--- src/include/cvlc_pkg.sv ---
// Package for the coil voltage limit check: offsets, fields, reset values
`default_nettype none
package cvlc_pkg;
  localparam int unsigned       CVLC_ADDR_W       = 7;
  localparam int unsigned       CVLC_DATA_W       = 16;
  localparam int unsigned       CVLC_THR_W        = 10;
  localparam logic [6:0]        CVLC_OFS_LOWER_A  = 7'h0E;
  localparam logic [6:0]        CVLC_OFS_UPPER    = 7'h0F;
  localparam int unsigned       CVLC_THR_LSB      = 1;
  localparam int unsigned       CVLC_THR_MSB      = 10;
  localparam int unsigned       CVLC_PARITY_BIT   = 0;
  localparam logic [9:0]        CVLC_LOWER_A_RST  = 10'h000;
  localparam logic [9:0]        CVLC_UPPER_RST    = 10'h3FF;
  localparam logic [15:0]       CVLC_UNMAPPED_RD  = 16'h0000;
endpackage
`default_nettype wire

--- src/logic/cvlc_top.sv ---
// Coil voltage window comparator with its two threshold registers
`timescale 1ns/100ps
`default_nettype none

// How it works
// - Lower threshold A at 0x0E, bits 10:1, reset zero, reserved read zero.
// - On each new measurement, below-lower-A flag = measurement below threshold A.
// - Upper threshold at 0x0F, bits 10:1, reset all ones, reserved read zero.
// - On each new measurement, above-upper flag = measurement above upper threshold.
// - Thresholds are ten-bit unsigned, compared directly with the measurement.
// - Measurement is the averaged ten-bit value at phase counter 48.
module cvlc_top
  import cvlc_pkg::*;
(
  input  wire logic                             mclk,                  // System clock
  input  wire logic                             rst_b,                 // Async reset, active low
  input  wire logic                             reg_wr,                // Register write strobe
  input  wire logic [cvlc_pkg::CVLC_ADDR_W-1:0] reg_addr,              // Register offset
  input  wire logic [cvlc_pkg::CVLC_DATA_W-1:0] reg_wdata,             // Write frame word
  output logic      [cvlc_pkg::CVLC_DATA_W-1:0] reg_rdata,             // Read word, parity zero
  input  wire logic                             meas_valid,            // New measurement pulse
  input  wire logic [cvlc_pkg::CVLC_THR_W-1:0]  measured_coil_voltage, // Averaged value
  output logic                                  below_lower_a_flag,    // Below threshold A
  output logic                                  above_upper_flag       // Above upper threshold
);
  import cvlc_pkg::*;

  // ------------------------------------------------------------
  // Threshold registers
  // ------------------------------------------------------------
  logic [9:0] lower_threshold_a_q;
  logic [9:0] upper_threshold_q;
  logic       wr_lower_a;
  logic       wr_upper;

  // Offset match, shared by the write enables
  function automatic logic cvlc_hit(input logic [CVLC_ADDR_W-1:0] addr,
                                    input logic [CVLC_ADDR_W-1:0] ofs);
    cvlc_hit = (addr == ofs);
  endfunction

  function automatic logic [15:0] cvlc_pack(input logic [9:0] thr);
    cvlc_pack = {5'h00, thr, 1'b0};
  endfunction

  // Writes to any other offset are dropped, so a frame aimed at a
  // neighbour register can never disturb a threshold
  assign wr_lower_a = reg_wr && cvlc_hit(reg_addr, CVLC_OFS_LOWER_A);
  assign wr_upper   = reg_wr && cvlc_hit(reg_addr, CVLC_OFS_UPPER);

  always_ff @(posedge mclk or negedge rst_b) begin
    if (!rst_b) begin
      lower_threshold_a_q <= CVLC_LOWER_A_RST;
    end else if (wr_lower_a) begin
      lower_threshold_a_q <= reg_wdata[CVLC_THR_MSB:CVLC_THR_LSB];
    end
  end

  always_ff @(posedge mclk or negedge rst_b) begin
    if (!rst_b) begin
      upper_threshold_q <= CVLC_UPPER_RST;
    end else if (wr_upper) begin
      upper_threshold_q <= reg_wdata[CVLC_THR_MSB:CVLC_THR_LSB];
    end
  end

  // Write path checks
  lower_wr_take_a: assert property (
    @(posedge mclk) disable iff (!rst_b)
    wr_lower_a
    |=> lower_threshold_a_q == $past(reg_wdata[CVLC_THR_MSB:CVLC_THR_LSB])
  ) else $error("lower threshold write not taken");

  upper_wr_take_a: assert property (
    @(posedge mclk) disable iff (!rst_b)
    wr_upper
    |=> upper_threshold_q == $past(reg_wdata[CVLC_THR_MSB:CVLC_THR_LSB])
  ) else $error("upper threshold write not taken");

  lower_keep_a: assert property (
    @(posedge mclk) disable iff (!rst_b)
    !wr_lower_a
    |=> $stable(lower_threshold_a_q)
  ) else $error("lower threshold changed without a write");

  upper_keep_a: assert property (
    @(posedge mclk) disable iff (!rst_b)
    !wr_upper
    |=> $stable(upper_threshold_q)
  ) else $error("upper threshold changed without a write");

  thr_reset_a: assert property (
    @(posedge mclk) disable iff (!rst_b)
    $rose(rst_b)
    |-> lower_threshold_a_q == CVLC_LOWER_A_RST && upper_threshold_q == CVLC_UPPER_RST
  ) else $error("threshold reset value wrong");

  // Read path registered; parity is added by the frame logic outside
  always_ff @(posedge mclk or negedge rst_b) begin
    if (!rst_b) begin
      reg_rdata <= CVLC_UNMAPPED_RD;
    end else begin
      case (reg_addr)
        CVLC_OFS_LOWER_A: reg_rdata <= cvlc_pack(lower_threshold_a_q);
        CVLC_OFS_UPPER:   reg_rdata <= cvlc_pack(upper_threshold_q);
        default:          reg_rdata <= CVLC_UNMAPPED_RD;
      endcase
    end
  end

  // ------------------------------------------------------------
  // Window comparison
  // ------------------------------------------------------------
  // Flags hold between measurements, so a late threshold write only
  // takes effect at the next measurement
  always_ff @(posedge mclk or negedge rst_b) begin
    if (!rst_b) begin
      below_lower_a_flag <= 1'b0;
      above_upper_flag   <= 1'b0;
    end else if (meas_valid) begin
      below_lower_a_flag <= measured_coil_voltage < lower_threshold_a_q;
      above_upper_flag   <= measured_coil_voltage > upper_threshold_q;
    end
  end

  // ------------------------------------------------------------
  // Check helpers
  // ------------------------------------------------------------
  // Inputs of the last comparison, kept only for the checks, so the
  // flags can be held to them long after the measurement
  logic [CVLC_THR_W-1:0] chk_meas_q;
  logic [CVLC_THR_W-1:0] chk_lower_q;
  logic [CVLC_THR_W-1:0] chk_upper_q;
  logic                  chk_seen_q;

  always_ff @(posedge mclk or negedge rst_b) begin
    if (!rst_b) begin
      chk_meas_q  <= 10'h000;
      chk_lower_q <= CVLC_LOWER_A_RST;
      chk_upper_q <= CVLC_UPPER_RST;
      chk_seen_q  <= 1'b0;
    end else if (meas_valid) begin
      chk_meas_q  <= measured_coil_voltage;
      chk_lower_q <= lower_threshold_a_q;
      chk_upper_q <= upper_threshold_q;
      chk_seen_q  <= 1'b1;
    end
  end

  // ------------------------------------------------------------
  // Checks
  // ------------------------------------------------------------
  lower_flag_set_a: assert property (
    @(posedge mclk) disable iff (!rst_b)
    meas_valid
    |=> below_lower_a_flag == ($past(measured_coil_voltage) < $past(lower_threshold_a_q))
  ) else $error("lower flag wrong after measurement");

  upper_flag_set_a: assert property (
    @(posedge mclk) disable iff (!rst_b)
    meas_valid
    |=> above_upper_flag == ($past(measured_coil_voltage) > $past(upper_threshold_q))
  ) else $error("upper flag wrong after measurement");

  lower_flag_clr_a: assert property (
    @(posedge mclk) disable iff (!rst_b)
    meas_valid && measured_coil_voltage >= lower_threshold_a_q
    |=> !below_lower_a_flag
  ) else $error("lower flag not cleared");

  upper_flag_clr_a: assert property (
    @(posedge mclk) disable iff (!rst_b)
    meas_valid && measured_coil_voltage <= upper_threshold_q
    |=> !above_upper_flag
  ) else $error("upper flag not cleared");

  flags_hold_a: assert property (
    @(posedge mclk) disable iff (!rst_b)
    !meas_valid
    |=> $stable(below_lower_a_flag) && $stable(above_upper_flag)
  ) else $error("flag changed without measurement");

  flags_reset_a: assert property (
    @(posedge mclk) disable iff (!rst_b)
    $rose(rst_b)
    |-> !below_lower_a_flag && !above_upper_flag
  ) else $error("flags not clear after reset");

  flags_track_a: assert property (
    @(posedge mclk) disable iff (!rst_b)
    chk_seen_q
    |-> below_lower_a_flag == (chk_meas_q < chk_lower_q)
        && above_upper_flag == (chk_meas_q > chk_upper_q)
  ) else $error("flags no longer match last measurement");

  lower_reg_rd_a: assert property (
    @(posedge mclk) disable iff (!rst_b)
    reg_wr && reg_addr == CVLC_OFS_LOWER_A ##1 reg_addr == CVLC_OFS_LOWER_A && !reg_wr
    |=> reg_rdata == {5'h00, $past(reg_wdata[CVLC_THR_MSB:CVLC_THR_LSB], 2), 1'b0}
  ) else $error("lower threshold readback wrong");

  upper_reg_rd_a: assert property (
    @(posedge mclk) disable iff (!rst_b)
    reg_wr && reg_addr == CVLC_OFS_UPPER ##1 reg_addr == CVLC_OFS_UPPER && !reg_wr
    |=> reg_rdata == {5'h00, $past(reg_wdata[CVLC_THR_MSB:CVLC_THR_LSB], 2), 1'b0}
  ) else $error("upper threshold readback wrong");

  reserved_zero_a: assert property (
    @(posedge mclk) disable iff (!rst_b)
    1'b1
    |-> reg_rdata[15:11] == 5'h00 && reg_rdata[CVLC_PARITY_BIT] == 1'b0
  ) else $error("reserved or parity bit not zero");

  window_excl_a: assert property (
    @(posedge mclk) disable iff (!rst_b)
    meas_valid && lower_threshold_a_q <= upper_threshold_q
    |=> !(below_lower_a_flag && above_upper_flag)
  ) else $error("both flags set in valid window");

  other_rd_zero_a: assert property (
    @(posedge mclk) disable iff (!rst_b)
    reg_addr != CVLC_OFS_LOWER_A && reg_addr != CVLC_OFS_UPPER
    |=> reg_rdata == CVLC_UNMAPPED_RD
  ) else $error("unmapped read not zero");

endmodule // cvlc_top
`default_nettype wire

--- config.mk ---
export PLATFORM = sky130hd
export DESIGN_NAME = cvlc_top
export DESIGN_NICKNAME = d
export VERILOG_FILES = /design/src/include/cvlc_pkg.sv /design/src/logic/cvlc_top.sv
export SDC_FILE = /design/constraint.sdc
export NUM_CORES = 1
export LEC_CHECK = 0
export ABC_AREA = 1
export BUFFER_PORTS_ARGS = -buffer_cell sky130_fd_sc_hd__buf_4
export CORE_UTILIZATION = 46
export CTS_BUF_LIST = sky130_fd_sc_hd__clkbuf_16
export DETAILED_ROUTE_END_ITERATION = 6
export HOLD_SLACK_MARGIN = 0.12
export PLACE_DENSITY_LB_ADDON = 0.08
export SKIP_LAST_GASP = 1
export SLEW_MARGIN = 20
export SYNTH_ARGS = -nofsm -noshare
export SYNTH_HDL_FRONTEND = slang
export SYNTH_SLANG_ARGS = --single-unit
--- constraint.sdc ---
create_clock -name mclk -period 1.3 [get_ports mclk]
set_input_delay 0.26 -clock mclk [delete_from_list [all_inputs] [get_ports mclk]]
set_output_delay 0.26 -clock mclk [all_outputs]
set_load 0.03 [all_outputs]
==> run metrics <==
status=finished with violations; violated checks=setup timing; CP Buf/Inv Count=2; global-route wire length before repair=6.75 mm; main combinational cell family by area after synthesis=simple AND/OR/NAND/NOR gates; area taken by multi-input logic gates=0.00106 mm2; Crit-path slowest cell=dfstp_2; Top FF cell, synth=dfrtp_1; cell with the most instances after synthesis=nand2_1; fill count=316; core area=0.00380 mm2; CP max stage delay=0.52 ns; antenna violations before repair=0; DP Area=between 0.002 and 0.0025 mm2; fin nets=~320; dpl hpwl=around 2.8 mm; Post-synth top cells=53 x nand2_1, 34 x inv_1, 22 x dfrtp_1, 20 x o21ai_2, 19 x ha_1; Post-Synth XOR/XNOR Area=0; IO Port Bufs=42; Async SR Flop Fraction=1.00; Max Cap Viol=0; Reg power frac=0.377; Synth area leaders=dfrtp_1 29%, dfstp_2 14%, ha_1 13%, nand2_1 11%, o21ai_2 9.3%; Via density=4.76; Hold Path Stages=3; Seq/Total Area, Yosys=0.433; Critical Path Most Common Cell=nand2_1; final worst slack=-0.0858 ns; Comb power frac=0.267; ANT nets after route=0; largest buffer count on any clock path=2; sw frac=0.283; post-synth top area cell=dfrtp_1; leak pwr=around 1.4 nW; DRC=0; share of post-route cells with drive strength above 1=0.494; CP cell instances=inv_2, ha_1, nand2_2, nor2_4, nand3b_1, nand2_1, inv_1, nand2_1, nand2_1; Max Fclk=722 MHz; depth of the CTS H-tree=2; pre-CTS setup slack=-0.170 ns; Tcrit/Tclk final=1.07; CP Max Fanout=2; worst skew pair latency=0.28 ns; number of global-route vias before repair=between 1000 and 1500; WP data required=1.47 ns; post-synthesis area per instance=slightly above 9 um2; Pint=approximately 2.2 mW; post-synthesis simple-gate area fraction=0.180; Initial DRC Count=44; Worst Path Arrival=1.56 ns; CTS tree=yes; Worst Skew=approximately 0.0024 ns; GRT Residual Overflow=0; GR Util All Layers=0.217; Design Area, Final=between 0.002 and 0.003 mm2; Hold Crit Endpoint=lower_threshold_a_q[5]$_DFFE_PN0P_; final setup fails=1; final std cells w/o fill=around 320; kind of end point of the critical path=flip-flop; CTS Buf Count=5; synthesized instance count=207; Cell Count Post-Placement=307; Synth Area in Compound Gates=0.140; Setup CP Type=flip-flop to flip-flop; io pins=55; fraction of the mapped netlist area in adder cells=0.126; Reg area=813 um2; post-layout util=0.704; origin of the worst min-delay path=reg_wdata[6]; sw power=0.867 mW; row count=22; Die Y=65.9 um; Synth top area share=0.293; clock power share=0.356; Starting Density=0.495; wire length per cell=12.6 um; CTS Root Cell=clkbuf_16; Yosys cell types=23; antenna cells=0; Hold WC Path Type=input port to flip-flop; pin count of the biggest net entering global routing=33; CP Launch Type=flip-flop; DRT Pass-1 Iters=4; total power per unit cell area=1150 mW/mm2; Post-Syn Area=about 0.0019 mm2; RR Endpoint=above_upper_flag$_DFFE_PN0P_; Largest delay share family, worst path=flip-flops; reg2reg setup slack=-0.09 ns; Post-synth EDFFs=0; Routed WL=3.98 mm; Fin. Hold Viols=0; yosys warns=0; count of state elements after synthesis=32; die width=65.9 um; mux cell area share after synthesis=0; Tmin final=1.39 ns; Area Growth Syn to Fin=42.3%; Worst VDD drop=864 uV; Worst R2R Start=upper_threshold_q[2]$_DFFE_PN1P_; via count=1509; clock sink count=32; Clock transition at path regs=0.05 ns; Placer Congestion=about 0.84; die area=around 0.0043 mm2; Final Max Slew Viols=0; RSZ-0062 raised after global routing=yes; FF-to-FF path depth=9
tightest hold or removal path, cell delays in order:
cell and delay [ns]:
buf_4 0.08, nand2_1 0.05, o21ai_2 0.04
layer usage:
| metal | track usage | wire [um] | vias to the layer above | part of all wire |
|---|---|---|---|---|
| li1 | - | - | 769 | - |
| met1 | 0.264 | 1780 | 692 | 0.45 |
| met2 | 0.353 | 1930 | 39 | 0.48 |
| met3 | 0.0500 | 187 | 9 | 0.047 |
| met4 | 0.114 | 86 | 0 | 0.022 |
| met5 | 0 | 0 | - | 0 |
worst max path at each step:
stage                                                start                           end  slack [ns]  depth (start not counted)
final                     upper_threshold_q[2]$_DFFE_PN1P_  above_upper_flag$_DFFE_PN0P_       -0.09                          9
after global placement    upper_threshold_q[3]$_DFFE_PN1P_  above_upper_flag$_DFFE_PN0P_       -0.11                          9
after CTS                 upper_threshold_q[5]$_DFFE_PN1P_  above_upper_flag$_DFFE_PN0P_       -0.08                          9
after global routing      upper_threshold_q[2]$_DFFE_PN1P_  above_upper_flag$_DFFE_PN0P_       -0.18                          9
after floorplan           upper_threshold_q[7]$_DFFE_PN1P_  above_upper_flag$_DFFE_PN0P_       -0.03                          9
after detailed placement  upper_threshold_q[4]$_DFFE_PN1P_  above_upper_flag$_DFFE_PN0P_       -0.17                          9
stage by stage:
step / hold slack [ns] / power (mW) / setup TNS [ns]
2_1_floorplan: -0.0356 / 1.61 / -0.0319
3_3_place_gp: 0.221 / 1.85 / -0.110
3_5_place_dp: 0.221 / 1.87 / -0.170
4_1_cts: 0.195 / 3.03 / -0.0834
5_1_grt: 0.210 / 3.23 / -0.181
6_report: 0.196 / 3.06 / -0.0858
sequential cells by signal, indices dropped and copies added, names as in the netlist:
register	cells
upper_threshold_q	10
lower_threshold_a_q	10
below_lower_a_flag	1
above_upper_flag	1
reg_rdata	10
placed cells by master (no fill, tap or decap), types with 3 or more instances in the layout:
cell        n
buf_4      57
dfstp_2    10
ha_4       11
nor2_4      4
dfrtp_1    22
nand2_4     3
inv_2      10
clkbuf_16   5
ha_1        8
o21ai_2    20
nor2_1      4
conb_1      6
nand3_1     3
inv_1      26
nand2_1    47
o22ai_1    10
nand2_2     5
power groups by stage:
stage | clock (mW) | sequential (mW) | combinational, mW
4_1_cts | 1.11 | 1.16 | 0.768
3_3_place_gp | 0 | 1.17 | 0.685
6_report | 1.09 | 1.16 | 0.818
3_5_place_dp | 0 | 1.17 | 0.699
2_1_floorplan | 0 | 1.19 | 0.414
5_1_grt | 1.14 | 1.16 | 0.918
cells by family (layout without fill, tap and decap cells):
kind of cell	count (synthesis)	in the layout
DFF	32	32
other	1	6
buffers and inverters	45	102
and+or+nand+nor	75	75
AOI/OAI and AO/OA	35	35
adders and majority gates	19	19
area by class of cell:
cell class	instances	share of cell area
repair buffers	60	0.179
multi-input cells	135	0.396
clock inverters	3	0.00421
flip-flops and latches	32	0.304
well taps	48	0.0225
inverters	34	0.0477
clock buffers	5	0.0468
timing repair:
action	4_1_cts	5_1_grt
gates resized for setup	9	13
endpoints found under the hold margin	22	0
buffers inserted	1	0
hold buffers	1	0
endpoints found under the setup margin	1	2
pin swaps	10	3
Note: power is estimated with default switching activity, not from simulation.
